[src/verilog/clock_output_pkg.sv]
// Constants shared by the reference clock output control block
package clock_output_pkg;

  // ----------------------------------------------------------------
  // Register map
  // ----------------------------------------------------------------
  localparam logic [7:0] OUT_CTRL_OFFSET   = 8'h03; // output_drive_and_clock_rate_control
  localparam logic [7:0] OSC_CTRL_OFFSET   = 8'h12; // oscillator_control_reg
  localparam logic [7:0] RX_CTRL_OFFSET    = 8'h0a; // jitter control
  localparam logic [7:0] SUB_CTRL_OFFSET   = 8'h0c; // modulation bits

  // ----------------------------------------------------------------
  // Field positions
  // ----------------------------------------------------------------
  localparam int GEN_DRIVE_LSB    = 6;
  localparam int CLK_DRIVE_LSB    = 4;
  localparam int DEFER_BIT        = 3;
  localparam int RATE_LSB         = 0;
  localparam int MODE_LSB         = 4;
  localparam int TRIM_LSB         = 0;
  localparam int JITTER_BIT       = 5;
  localparam int MODSEL_BIT       = 3;
  localparam int SUBMODE_BIT      = 2;

  // ----------------------------------------------------------------
  // Reset values
  // ----------------------------------------------------------------
  localparam logic [7:0] OUT_CTRL_RESET = 8'h19;
  localparam logic [7:0] OSC_CTRL_RESET = 8'hf0;
  localparam logic [7:0] RX_CTRL_RESET  = 8'h10;
  localparam logic [7:0] SUB_CTRL_RESET = 8'h20;
  localparam logic [2:0] RATE_RESET     = 3'h1;

  // ----------------------------------------------------------------
  // Encodings
  // ----------------------------------------------------------------
  localparam logic [2:0] RATE_OFF     = 3'h0;
  localparam logic [2:0] RATE_1M      = 3'h1;
  localparam logic [2:0] RATE_2M      = 3'h2;
  localparam logic [2:0] RATE_4M      = 3'h3;
  localparam logic [2:0] RATE_8M      = 3'h4;
  localparam logic [2:0] RATE_16M     = 3'h5;
  localparam logic [2:0] RATE_250K    = 3'h6;
  localparam logic [2:0] RATE_SYMBOL  = 3'h7;
  localparam logic [3:0] MODE_EXTERNAL = 4'h4;
  localparam logic [3:0] MODE_CRYSTAL  = 4'hf;

  // ----------------------------------------------------------------
  // Timing: raw reference and half periods in raw ticks
  // ----------------------------------------------------------------
  localparam int RAW_REF_KHZ = 16000;
  localparam int CLOCK_KHZ   = 250000;
  localparam int RAW_TICK_CYCLES = CLOCK_KHZ / RAW_REF_KHZ; // 15 (rounded down)
  localparam logic [9:0] HALF_1M    = 10'h008;
  localparam logic [9:0] HALF_2M    = 10'h004;
  localparam logic [9:0] HALF_4M    = 10'h002;
  localparam logic [9:0] HALF_8M    = 10'h001;
  localparam logic [9:0] HALF_250K  = 10'h020;
  localparam logic [9:0] HALF_SYM20 = 10'h190; // 20 kHz
  localparam logic [9:0] HALF_SYM40 = 10'h0c8; // 40 kHz
  localparam logic [9:0] HALF_SYM25 = 10'h140; // 25 kHz
  localparam logic [9:0] HALF_SYM62 = 10'h080; // 62.5 kHz

endpackage

[src/verilog/reference_clock_output_control.sv]
// Reference clock selection, trimming and prescaled clock output control
//
// Function
// - The output clock is the 16 MHz raw reference divided to 8, 4, 2, 1 MHz, 250 kHz or the symbol rate.
// - Rate code 0 stops the output low, 1 to 4 pick 1 to 8 MHz, 5 also gives 8 MHz, 6 picks 250 kHz, 7 the symbol rate.
// - With deferral off, or a zero rate before the write, a rate write takes effect at once.
// - With deferral on and nonzero rates before and after the write, the new rate waits for the next sleep exit.
// - Reset keeps the output at its old rate while the rate field reads back as 1.
// - Without a rewrite after reset the output drops to 1 MHz after the next sleep cycle.
// - The deferral bit resets to 1.
// - The clock drive field gives 2, 4, 6, 8 mA for codes 0 to 3 and resets to code 1.
// - The control register holds general drive 7:6, clock drive 5:4, deferral bit 3, rate 2:0.
// - The oscillator control register selects crystal or external reference mode.
// - A four-bit trim field selects 0 to 4.5 pF load capacitance in 0.3 pF steps.
// - Clock jitter, when enabled, applies to receiver logic and outputs, not to the transmitter.
`timescale 1ns/1ps
`default_nettype none
module reference_clock_output_control (
  // Clock and reset
  input  wire logic       clock,
  input  wire logic       rst_n,
  // Register port
  input  wire logic [7:0] reg_addr,
  input  wire logic       reg_write,
  input  wire logic       reg_read,
  input  wire logic [7:0] reg_wdata,
  output logic [7:0]      reg_rdata,
  // Power state
  input  wire logic       sleep_exit,
  // Clock output pin
  output logic            master_clock_out,
  output logic [1:0]      out_clock_drive_strength,
  output logic [1:0]      general_drive_strength,
  // Oscillator controls
  output logic            crystal_oscillator_enable,
  output logic [3:0]      load_cap_trim,
  // Jitter controls
  output logic            rx_jitter_enable,
  output logic            out_jitter_enable
);

  // ----------------------------------------------------------------
  // Register state
  // ----------------------------------------------------------------
  logic [7:0] ctrl_ff;
  logic [7:0] nxt_ctrl;
  logic [7:0] osc_ff;
  logic [7:0] nxt_osc;
  logic [7:0] rx_ff;
  logic [7:0] nxt_rx;
  logic [7:0] sub_ff;
  logic [7:0] nxt_sub;
  logic [7:0] rdata_ff;
  logic [7:0] nxt_rdata;
  logic [2:0] active_ff;   // Rate driving the pin; survives reset
  logic [2:0] nxt_active;
  logic       seen_ff;     // Active rate captured after first reset
  logic       nxt_seen;
  logic [3:0] tick_ff;
  logic [3:0] nxt_tick;
  logic       raw_tick;
  logic       div_level;
  logic       first_init;  // First reset ever: clears the free-running tick
  logic       clk_out_ff;
  logic [1:0] cdrv_ff;
  logic [1:0] gdrv_ff;
  logic       crystal_oscillator_ff;
  logic [3:0] trim_ff;
  logic       rxj_ff;
  logic       outj_ff;

  logic       wr_ctrl;
  logic [2:0] old_rate;
  logic [2:0] new_rate;

  assign wr_ctrl  = reg_write && (reg_addr == clock_output_pkg::OUT_CTRL_OFFSET);
  assign old_rate = ctrl_ff[clock_output_pkg::RATE_LSB +: 3];
  assign new_rate = reg_wdata[clock_output_pkg::RATE_LSB +: 3];

  // ----------------------------------------------------------------
  // Register writes
  // ----------------------------------------------------------------
  always_comb begin
    nxt_ctrl = ctrl_ff;
    nxt_osc  = osc_ff;
    nxt_rx   = rx_ff;
    nxt_sub  = sub_ff;
    if (!rst_n) begin
      nxt_ctrl = clock_output_pkg::OUT_CTRL_RESET;
      nxt_osc  = clock_output_pkg::OSC_CTRL_RESET;
      nxt_rx   = clock_output_pkg::RX_CTRL_RESET;
      nxt_sub  = clock_output_pkg::SUB_CTRL_RESET;
    end else if (reg_write) begin
      case (reg_addr)
        clock_output_pkg::OUT_CTRL_OFFSET: nxt_ctrl = reg_wdata;
        clock_output_pkg::OSC_CTRL_OFFSET: nxt_osc  = reg_wdata;
        clock_output_pkg::RX_CTRL_OFFSET:  nxt_rx   = reg_wdata;
        clock_output_pkg::SUB_CTRL_OFFSET: nxt_sub  = reg_wdata;
        default: nxt_ctrl = ctrl_ff;
      endcase
    end
  end

  // ----------------------------------------------------------------
  // Read path; unmapped addresses read as zero
  // ----------------------------------------------------------------
  always_comb begin
    nxt_rdata = rdata_ff;
    if (!rst_n) begin
      nxt_rdata = 8'h00;
    end else if (reg_read) begin
      case (reg_addr)
        clock_output_pkg::OUT_CTRL_OFFSET: nxt_rdata = ctrl_ff;
        clock_output_pkg::OSC_CTRL_OFFSET: nxt_rdata = osc_ff;
        clock_output_pkg::RX_CTRL_OFFSET:  nxt_rdata = rx_ff;
        clock_output_pkg::SUB_CTRL_OFFSET: nxt_rdata = sub_ff;
        default:                           nxt_rdata = 8'h00;
      endcase
    end
  end

  // ----------------------------------------------------------------
  // Active rate shadow. Only the first reset ever loads it, so the pin keeps its
  // rate; only a write or a sleep exit moves it.
  // ----------------------------------------------------------------
  always_comb begin
    nxt_active = active_ff;
    nxt_seen   = seen_ff;
    first_init = 1'b0;
    if (!rst_n) begin
      // Before the first reset ever the flag is unknown and lands in the
      // default; later resets leave the pin rate alone
      case (seen_ff)
        1'b1: nxt_seen = 1'b1;
        default: begin
          nxt_active = clock_output_pkg::RATE_RESET;
          nxt_seen   = 1'b1;
          first_init = 1'b1;
        end
      endcase
    end else if (wr_ctrl &&
                 (!reg_wdata[clock_output_pkg::DEFER_BIT] ||
                  old_rate == clock_output_pkg::RATE_OFF ||
                  new_rate == clock_output_pkg::RATE_OFF)) begin
      nxt_active = new_rate;
    end else if (sleep_exit) begin
      nxt_active = old_rate;
    end
  end

  // ----------------------------------------------------------------
  // Raw 16 MHz tick from the 250 MHz clock; the ratio is not whole,
  // so the tick uses 15 cycles and runs slightly fast, accepted for this model.
  // ----------------------------------------------------------------
  always_comb begin
    raw_tick = (tick_ff == 4'(clock_output_pkg::RAW_TICK_CYCLES - 1));
    nxt_tick = (raw_tick || first_init) ? 4'h0 : tick_ff + 4'h1;
  end

  // ----------------------------------------------------------------
  // Output pins and analog controls, all registered
  // ----------------------------------------------------------------
  always_ff @(posedge clock) begin
    ctrl_ff   <= nxt_ctrl;
    osc_ff    <= nxt_osc;
    rx_ff     <= nxt_rx;
    sub_ff    <= nxt_sub;
    rdata_ff  <= nxt_rdata;
    active_ff <= nxt_active;
    seen_ff   <= nxt_seen;
    tick_ff   <= nxt_tick;
    // The divider stops low itself; forcing low here could cut a high phase
    clk_out_ff <= div_level;
    cdrv_ff <= ctrl_ff[clock_output_pkg::CLK_DRIVE_LSB +: 2];
    gdrv_ff <= ctrl_ff[clock_output_pkg::GEN_DRIVE_LSB +: 2];
    crystal_oscillator_ff <= (osc_ff[clock_output_pkg::MODE_LSB +: 4] != clock_output_pkg::MODE_EXTERNAL);
    trim_ff <= osc_ff[clock_output_pkg::TRIM_LSB +: 4];
    rxj_ff  <= rx_ff[clock_output_pkg::JITTER_BIT];
    outj_ff <= rx_ff[clock_output_pkg::JITTER_BIT];
  end

  // ----------------------------------------------------------------
  // Divider instance
  // ----------------------------------------------------------------
  rate_divider u_div (
    .clock      (clock),
    .rst_n      (rst_n),
    .raw_tick   (raw_tick),
    .rate       (active_ff),
    .sub_modsel (sub_ff[clock_output_pkg::MODSEL_BIT]),
    .sub_mode   (sub_ff[clock_output_pkg::SUBMODE_BIT]),
    .clk_level  (div_level),
    .rate_taken ()
  );

  assign reg_rdata                 = rdata_ff;
  assign master_clock_out          = clk_out_ff;
  assign out_clock_drive_strength  = cdrv_ff;
  assign general_drive_strength    = gdrv_ff;
  assign crystal_oscillator_enable = crystal_oscillator_ff;
  assign load_cap_trim             = trim_ff;
  assign rx_jitter_enable          = rxj_ff;
  assign out_jitter_enable         = outj_ff;

endmodule
`default_nettype wire

[src/verilog/rate_divider.sv]
// Glitch-free divider producing the clock output from raw ticks
`timescale 1ns/1ps
`default_nettype none
module rate_divider (
  // Clock and reset
  input  wire logic       clock,
  input  wire logic       rst_n,
  // Control
  input  wire logic       raw_tick,
  input  wire logic [2:0] rate,
  input  wire logic       sub_modsel,
  input  wire logic       sub_mode,
  // Output
  output logic            clk_level,
  output logic            rate_taken
);

  logic [9:0] cnt_ff;
  logic [9:0] nxt_cnt;
  logic       lvl_ff;
  logic       nxt_lvl;
  logic [2:0] live_ff;
  logic [2:0] nxt_live;
  logic [9:0] half;
  logic       init_ff;
  logic       first_init;

  // ----------------------------------------------------------------
  // Half period lookup for the rate in use
  // ----------------------------------------------------------------
  always_comb begin
    case (live_ff)
      clock_output_pkg::RATE_1M:   half = clock_output_pkg::HALF_1M;
      clock_output_pkg::RATE_2M:   half = clock_output_pkg::HALF_2M;
      clock_output_pkg::RATE_4M:   half = clock_output_pkg::HALF_4M;
      clock_output_pkg::RATE_8M:   half = clock_output_pkg::HALF_8M;
      clock_output_pkg::RATE_250K: half = clock_output_pkg::HALF_250K;
      clock_output_pkg::RATE_SYMBOL: begin
        case ({sub_modsel, sub_mode})
          2'h0:    half = clock_output_pkg::HALF_SYM20;
          2'h1:    half = clock_output_pkg::HALF_SYM40;
          2'h2:    half = clock_output_pkg::HALF_SYM25;
          default: half = clock_output_pkg::HALF_SYM62;
        endcase
      end
      default:     half = clock_output_pkg::HALF_8M;
    endcase
  end

  // ----------------------------------------------------------------
  // Divider; a new rate is adopted at a falling edge, or at once while stopped or stopping low, so that no
  // runt pulse reaches the pin. Rate 5 has no entry and uses the 8 MHz half period.
  // ----------------------------------------------------------------
  always_comb begin
    nxt_cnt  = cnt_ff;
    nxt_lvl  = lvl_ff;
    nxt_live = live_ff;
    rate_taken = 1'b0;
    if ((live_ff == clock_output_pkg::RATE_OFF) ||
        (rate == clock_output_pkg::RATE_OFF && !lvl_ff)) begin
      // Stopping while low is safe at once: the pin is already low
      nxt_lvl  = 1'b0;
      nxt_live = rate;
      nxt_cnt  = 10'h000;
      rate_taken = 1'b1;
    end else if (raw_tick) begin
      if (cnt_ff + 10'h001 >= half) begin
        nxt_cnt = 10'h000;
        nxt_lvl = ~lvl_ff;
        if (lvl_ff) begin
          nxt_live   = rate;
          rate_taken = 1'b1;
        end
      end else begin
        nxt_cnt = cnt_ff + 10'h001;
      end
    end
  end

  // Only the very first reset clears the divider; later resets must not
  // disturb a running pin. An unknown flag falls into the case default.
  always_comb begin
    first_init = 1'b0;
    if (!rst_n) begin
      case (init_ff)
        1'b1:    first_init = 1'b0;
        default: first_init = 1'b1;
      endcase
    end
  end

  always_ff @(posedge clock) begin
    if (first_init) begin
      cnt_ff  <= 10'h000;
      lvl_ff  <= 1'b0;
      live_ff <= clock_output_pkg::RATE_OFF;
      init_ff <= 1'b1;
    end else begin
      cnt_ff  <= nxt_cnt;
      lvl_ff  <= nxt_lvl;
      live_ff <= nxt_live;
      init_ff <= init_ff;
    end
  end

  assign clk_level = lvl_ff;

endmodule
`default_nettype wire

[config.mk]
export PLATFORM = sky130hd
export DESIGN_NAME = reference_clock_output_control
export DESIGN_NICKNAME = d
export VERILOG_FILES = /design/src/verilog/clock_output_pkg.sv /design/src/verilog/reference_clock_output_control.sv /design/src/verilog/rate_divider.sv
export SDC_FILE = /design/constraint.sdc
export NUM_CORES = 1
export LEC_CHECK = 0
export ABC_CLOCK_PERIOD_IN_PS = 5700
export BUFFER_PORTS_ARGS = -buffer_cell sky130_fd_sc_hd__buf_2
export CELL_PAD_IN_SITES_DETAIL_PLACEMENT = 1
export CELL_PAD_IN_SITES_GLOBAL_PLACEMENT = 2
export CORE_MARGIN = 2
export CORE_UTILIZATION = 40
export CTS_BUF_LIST = sky130_fd_sc_hd__clkbuf_8
export CTS_CLUSTER_SIZE = 14
export DETAILED_ROUTE_END_ITERATION = 7
export PLACE_DENSITY = 0.95
export SLEW_MARGIN = 20
export SYNTH_ARGS = -nofsm -noshare
export SYNTH_HDL_FRONTEND = slang
export SYNTH_SLANG_ARGS = --single-unit
export TNS_END_PERCENT = 1
[constraint.sdc]
create_clock -name clock -period 5.7 [get_ports clock]
set_input_delay 0.57 -clock clock [delete_from_list [all_inputs] [get_ports clock]]
set_output_delay 0.57 -clock clock [all_outputs]
set_load 0.005 [all_outputs]
* Yosys cells after proc, flatten, opt, wreduce, memory -nomap -nowiden
Cells that the tools add are included.
Word-level totals: register bits 72, input bits 21, output and inout bits 20
Cells by class: add/sub/neg operators 2, order comparisons 1, eq/ne operators 14, mux-type cells 11, bitwise operators 1, reduce and logical (&&, ||, !) cells 23
Operators with widths (number):
- one-hot mux 10 bit (5 select lines) | 1
- one-hot mux 8 bit (4 select lines) | 1
- one-hot mux 9 bit (3 select lines) | 1
- two-way mux 3 bit | 7
- equality test 8 x 4 -> 1 bit (second input constant) | 2
- zero test 3 bit | 4
- AND reduction 2 bit | 6
- adder 10 x 1 -> 10 bit (second input constant) | 1
- >= comparator 10 bit | 1
- two-way mux 10 bit | 1
- equality test 8 x 2 -> 1 bit (second input constant) | 1
- equality test 8 x 5 -> 1 bit (second input constant) | 1
- equality test 3 x 2 -> 1 bit (second input constant) | 2
- equality test 3 bit (second input constant) | 2
- nonzero test 2 bit | 3
- adder 4 x 1 -> 4 bit (second input constant) | 1
- equality test 4 bit (second input constant) | 1
- inequality test 4 x 3 -> 1 bit (second input constant) | 1
- equality test 3 x 1 -> 1 bit (second input constant) | 1
- logical AND 1 bit | 3
- logical OR 1 bit | 3
- inequality test 3 x 1 -> 1 bit (second input constant) | 1
- AND reduction 3 bit | 1
- equality test 2 x 1 -> 1 bit (second input constant) | 1
- 4 further kinds | 5

* Logic depth before layout (Yosys ltp)
Gate-level depths: netlist (run 1).
depth in word-level cells 7, depth in mapped cells 13

* By module
A second synthesis (run 1) with hierarchy kept.
Unflattened totals: cell total of the unflattened synthesis 349, area total of the unflattened synthesis 3316.9 µm²
By module, submodules not included:
- reference_clock_output_control | times used 1, cells each 224, area each 2282.2 µm², seq. area each 1191.1 µm²
- rate_divider | times used 1, cells each 125, area each 1034.7 µm², seq. area each 310.3 µm²

* Worst setup path before layout (run 1)
OpenSTA, ideal clock, no wires.
path type register -> register, from reg u_div.cnt_ff[0], to reg u_div.live_ff[0], enable pin, setup time 251 ps, arrival 2344 ps, data required time 5449 ps, slack 3105 ps, cell stages (with the launch flop) 12, buffers on the path 1, cell sequence dfxtp_1 ha_1 nand3_1 or2_1 buf_2 xnor2_1 ha_1 o21ai_0 nand2b_1 a311oi_2 nor2_1 a21o_1
On the way: word-level cells in the longest chain between the ends 4
Ends and longest elaborated chain:
- start, declared | RTL line rate_divider.sv:18 | logic [9:0] cnt_ff;
- start signal, assigned | RTL line rate_divider.sv:99 | cnt_ff <= nxt_cnt;
- adder 10 x 1 -> 10 bit | RTL line rate_divider.sv:67 | if (cnt_ff + 10'h001 >= half) begin
- >= comparator 10 bit | RTL line rate_divider.sv:67
- nonzero test 2 bit (no source line)
- AND reduction 3 bit (no source line)
- end signal, assigned | RTL line rate_divider.sv:96 | live_ff <= clock_output_pkg::RATE_OFF;
- end signal, assigned | RTL line rate_divider.sv:101 | live_ff <= nxt_live;
- end, declared | RTL line rate_divider.sv:22 | logic [2:0] live_ff;
Every way passes these cells. A chain may end at the register's enable or synchronous reset.

* Worst setup path in the final report (run 1)
from reg u_div.cnt_ff[0], to reg u_div.live_ff[2], enable pin
The elaborated chain is that of the path after synthesis.

==> out/results.txt, run 1 <==
drt pass-1 iters: 4
synth top area cells: dfxtp_1 (40%), mux2i_1 (9.6%), ha_1 (6.0%)
RSZ-0062 raised after global routing: false
# port buffers: 40
ys flop type: dfxtp_1
Post-synth EDFFs: 6
core area: 8130 um2
Worst-path clk slew: 0.08 ns
P per Cell Area: 271 nW/um2
CTS tree: built
Async S/R FF share, synth: 0%
postcts setup bufs: 0
crit-path cells: ha_1 -> nand3_1 -> or2_1 -> xnor2_1 -> ha_1 -> o21ai_0 -> nand2b_1 -> a311oi_2 -> nor2_1 -> a21o_1
syn nets: 375
CP startpoint kind: flop
critical path capture point type: flop
die area: 9090 um2
Synthesis Warnings: 0
Max-Cap Viols: 0
hold path startpoint: ctrl_ff[7]
detailed placer's ending HPWL: 5860 um
Post-Route WL: 7930 um
via count: 2583
first-pass GRT wire length: 12900 um
DRC marker count from the first detailed-route iteration: 78
nets@finish: 409
most numerous cell in the Yosys netlist: dfxtp_1
area grow syn2layout: 12.5%
DRC viols: 0
FILL cells: 948
leading area contributor after synthesis: dfxtp_1
Vias/cell: 5.36
library cells used by synthesis: 49
H-tree level count: 3
initial antenna violation count: 0
critical path type: flop to flop
vias in the first global route: 2610
Rows: 33
CTS Buf Count: 9
Synth Area per Inst: 9.87 um2
pin count of the biggest net entering global routing: 36
worst slew pin tran: 0.853 ns
Worst path slowest cell: a311oi_2
sequential area share after synthesis: 45.0%
io pins: 41
Min Clock Period, post-route: 3.48 ns
DIE WIDTH: 95.3 um
Req. time, crit path: 5.80 ns
total power: 1.02 mW
final hold vios: 0
post-synthesis cell count: 338
Placed Cells: 466
chip height: 95.3 um
GRT Residual Overflow: 0
Finished Core Util: 46.2%
period utilization: 61.0%
cell mode on critical path: ha_1
Slew headroom: 43.1%
fin. max-slew vios: 0
Hold Slack: 0.382 ns
top cell type's share of synthesized area: 39.6%
worst skew pair latency: 0.35 ns
gpl congestion: 0.745
# diodes: 0
clock skew: 0.00799 ns
root buf cell: clkbuf_8
Post-DRT Antenna Nets: 0
Final Setup Violations: 0
Worst Hold Class: flop to flop
Commonest cells post-synth: dfxtp_1 (66), mux2i_1 (32), nand2_1 (31)
Arr. time, crit path: 3.58 ns
CP Max Fanout: 11
fraction of layout cells with a size suffix above 1: 18.3%
max incr delay on CP: 0.75 ns
CTS sink count: 72
DR WL/cell: 16.4 um
Non-Filler Instances: 482
P_leak: 1.67 nW
status: completed
All-Layer GR Usage: 18.6%
Reg-to-Reg Start: u_div.cnt_ff[0]
final setup TNS: 0 ns
Setup crit start: u_div.cnt_ff[0]
Yosys reg bits: 72
clock buffer depth: 2
post-CTS sizing: 0
Mapped Area: 3340 um2
Peak VDD IR: 0.168 mV
Initial Util: 41.0%
hold-fix buffer count after cts: 0
fmax: 287 MHz
==> state kept, by name, indices dropped and copies added, names as in the netlist, 3 cells and up <==
register and flops:
reg_rdata 8, active_ff 3, tick_ff 4, load_cap_trim 4
osc_ff 8, u_div.cnt_ff 10, ctrl_ff 8, u_div.live_ff 3
sub_ff 8, rx_ff 8
==> logic make-up after synthesis <==
logic type / Yosys count / share of synthesized area (%)
buf+inv: 27 / 3.82
mux: 35 / 10.6
flops: 72 / 45.0
simple gates: 127 / 21.0
xor+xnor: 12 / 3.15
fa+ha+maj: 16 / 6.00
compound gates: 49 / 10.4
==> per-layer routing <==
metal  vias up  routed length [um]  GRT usage, %
li1       1265                   -             -
met4         0                 148          8.09
met5         -                   0             0
met2        46                3860          30.6
met3        11                 257          3.56
met1      1261                3660          23.8
==> worst max-delay path: cells and delay by family (launching register included) <==
| family | cells | cell delay [ns] |
|---|---|---|
| adders and majority gates | 2 | 0.56 |
| xor gates and xnor gates | 1 | 0.16 |
| DFF | 1 | 0.44 |
| and+or+nand+nor | 4 | 0.88 |
| AOI/OAI and AO/OA | 3 | 1.19 |
==> power breakdown <==
group | total, mW | internal [mW] | switching (mW)
clock | 0.360 | 0.158 | 0.202
combinational | 0.113 | 0.0449 | 0.0677
sequential | 0.544 | 0.526 | 0.0180
total | 1.02 | 0.728 | 0.288
==> cells in the final DEF, fill, tap and decap left out, types with 6 or more instances in the layout <==
cell	n
nor2b_1	27
edfxtp_1	6
ha_1	16
nand3_1	19
nor3_1	8
xnor2_1	9
inv_1	10
dfxtp_1	66
o21ai_0	13
a21oi_1	6
mux2i_1	32
nor2_1	17
clkbuf_8	9
nand2_1	31
buf_2	40
a22oi_1	8
a221oi_1	8
==> through the flow <==
step	instance area (um2)	setup WS, ns
detailed placement	3580	2.16
floorplan	3340	3.10
finish	3750	2.22
global route	3750	1.96
CTS	3750	2.18
global placement	3580	2.34
==> layout make-up <==
type                    count  area (um2)  share of cell area [%]
flip-flops and latches     72        1500                    40.0
multi-input cells         239        1710                    45.5
clock buffers               9         124                    3.30
well taps                 105         131                    3.50
clock inverters             7        48.8                    1.30
inverters                   9        33.8                   0.900
repair buffers             41         208                    5.53
==> final timing paths <==
path | depth (start not counted) | slack (ns) | endpoint
setup / recovery | 10 | 2.22 | u_div.live_ff[2]
hold / removal | 0 | 0.38 | general_drive_strength[1]
setup reg to reg | 10 | 2.22 | u_div.live_ff[2]
hold reg to reg | 0 | 0.38 | general_drive_strength[1]
(Power assumes the default switching activity.)
==> run 2, diff against run 1 <==
ABC_CLOCK_PERIOD_IN_PS = 3650   (was 5700)
CORE_UTILIZATION = 38   (was 40)
PLACE_DENSITY = 0.93   (was 0.95)
clock period = 3.65 ns   (was 5.7 ns; I/O delays follow)
==> out/results.txt, run 2 (same netlist as run 1, synthesis figures left out) <==
Placed Cells: 472 (was 466)
hold path startpoint: reg_wdata[4] (was ctrl_ff[7])
CTS Buf Count: 9 (unchanged)
fraction of layout cells with a size suffix above 1: 18.9% (was 18.3%)
Top reg by flops: u_div.cnt_ff (unchanged)
final setup TNS: 0 ns (unchanged)
clock buffer depth: 2 (unchanged)
Final Setup Violations: 0 (unchanged)
Worst-path clk slew: 0.09 ns (was 0.08 ns)
chip height: 97.7 um (was 95.3 um)
postcts setup bufs: 0 (unchanged)
All-Layer GR Usage: 17.6% (was 18.6%)
P per Cell Area: 453 nW/um2 (was 271 nW/um2)
area of the multi-input gates: 1710 um2 (unchanged)
initial antenna violation count: 0 (unchanged)
critical path capture point type: flop (unchanged)
post-CTS sizing: 0 (unchanged)
vias in the first global route: 2817 (was 2610)
CP startpoint kind: flop (unchanged)
drt pass-1 iters: 4 (unchanged)
via count: 2649 (was 2583)
leading cell types in the layout, fill and taps excluded: dfxtp_1 (66), buf_2 (40), mux2i_1 (32) (unchanged)
Non-Filler Instances: 488 (was 482)
# diodes: 0 (unchanged)
most common cell after layout, fill and taps aside: dfxtp_1 (unchanged)
GRT Residual Overflow: 0 (unchanged)
Worst Hold Class: primary input to flop (was flop to flop)
nets@finish: 412 (was 409)
Initial Util: 38.6% (was 41.0%)
detailed placer's ending HPWL: 5670 um (was 5860 um)
FILL cells: 1014 (was 948)
worst skew pair latency: 0.35 ns (about the same)
# port buffers: 40 (unchanged)
Slew headroom: 43.5% (was 43.1%)
RSZ-0062 raised after global routing: false (unchanged)
Max-Cap Viols: 0 (unchanged)
max FFs per register: 10 (unchanged)
worst slew pin tran: 0.845 ns (was 0.853 ns)
Min Clock Period, post-route: 3.06 ns (was 3.48 ns)
critical path type: flop to flop (unchanged)
CP Max Fanout: 11 (unchanged)
clock skew: 0.00945 ns (was 0.00799 ns)
CTS sink count: 72 (unchanged)
Post-Route WL: 7960 um (was 7930 um)
Reg area: 1500 um2 (unchanged)
DRC viols: 0 (unchanged)
hold-fix buffer count after cts: 0 (unchanged)
status: completed (unchanged)
P_leak: 1.70 nW (was 1.67 nW)
root buf cell: clkbuf_8 (unchanged)
Req. time, crit path: 3.75 ns (was 5.80 ns)
gpl congestion: 0.751 (was 0.745)
Arr. time, crit path: 3.16 ns (was 3.58 ns)
area grow syn2layout: 14.7% (was 12.5%)
FF-to-FF path depth: 11 (was 10)
Peak VDD IR: 0.171 mV (was 0.168 mV)
Reg-to-Reg Start: u_div.cnt_ff[0] (unchanged)
pin count of the biggest net entering global routing: 36 (unchanged)
fmax: 327 MHz (was 287 MHz)
DR WL/cell: 16.3 um (was 16.4 um)
CTS tree: built (unchanged)
final hold vios: 0 (unchanged)
period utilization: 83.9% (was 61.0%)
worst hold endpoint: rx_ff[4] (was general_drive_strength[1])
first-pass GRT wire length: 13500 um (was 12900 um)
DRC marker count from the first detailed-route iteration: 57 (was 78)
Vias/cell: 5.43 (was 5.36)
die area: 9550 um2 (was 9090 um2)
core area: 8640 um2 (was 8130 um2)
DIE WIDTH: 97.7 um (was 95.3 um)
Rows: 34 (was 33)
Reg2Reg Setup Slack: 0.59 ns (was 2.22 ns)
io pins: 41 (unchanged)
H-tree level count: 3 (unchanged)
fin. max-slew vios: 0 (unchanged)
Post-DRT Antenna Nets: 0 (unchanged)
terminus of the critical flop-to-flop path: u_div.live_ff[0] (was u_div.live_ff[2])
Worst Hold Depth: 3 (was 0)
run 2: how the worst max path moves through the flow:
stage | to | startpoint | slack (ns) | depth (start not counted)
floorplan | u_div.live_ff[0] | u_div.cnt_ff[0] | 1.05 | 11
global placement | u_div.live_ff[0] | u_div.cnt_ff[0] | 0.79 | 11
detailed placement | u_div.live_ff[0] | u_div.cnt_ff[0] | 0.62 | 11
CTS | u_div.live_ff[0] | u_div.cnt_ff[0] | 0.59 | 11
global route | u_div.live_ff[0] | u_div.cnt_ff[0] | 0.40 | 11
finish | u_div.live_ff[0] | u_div.cnt_ff[0] | 0.59 | 11
run 2: metrics by stage:
step	worst slack (ns)	utilization, %	hold WS, ns	area, um2	total power [mW]
5_1_grt	0.397	44.3	0.285	3830	1.83
2_1_floorplan	1.05	-	0.350	3340	0.988
3_5_place_dp	0.616	41.8	0.367	3610	1.05
4_1_cts	0.591	44.3	0.268	3830	1.76
6_report	0.588	44.3	0.279	3830	1.73
3_3_place_gp	0.785	41.8	0.357	3610	1.04
run 2: cell type report:
class | instances | area share [%]
repair buffers | 44 | 6.02
inverters | 9 | 0.883
flip-flops and latches | 72 | 39.2
clock inverters | 7 | 2.48
well taps | 108 | 3.53
multi-input cells | 239 | 44.6
clock buffers | 9 | 3.24
run 2: power by group:
group	internal (mW)	leakage, nW	total [mW]	switching [mW]
Sequential	0.821	0.585	0.848	0.0277
Clock	0.386	0.112	0.703	0.317
Combinational	0.0773	1.00	0.183	0.106
Total	1.28	1.70	1.73	0.450
run 2: critical path, stage by stage, from the launching register on:
cell	delay, ns
dfxtp_1	0.44
ha_1	0.26
nand3_1	0.18
or2_1	0.34
xnor2_1	0.16
ha_1	0.29
o21ai_0	0.20
nand2b_1	0.11
a311oi_2	0.24
buf_4	0.23
nor2_1	0.12
a21o_1	0.26
run 2: routing by layer:
layer / vias up / part of all wire (%) / global-route usage [%]
li1: 1270 / - / -
met1: 1301 / 46 / 22.1
met2: 60 / 48 / 29.1
met3: 18 / 3.8 / 3.81
met4: 0 / 2.3 / 8.23
met5: - / 0 / 0
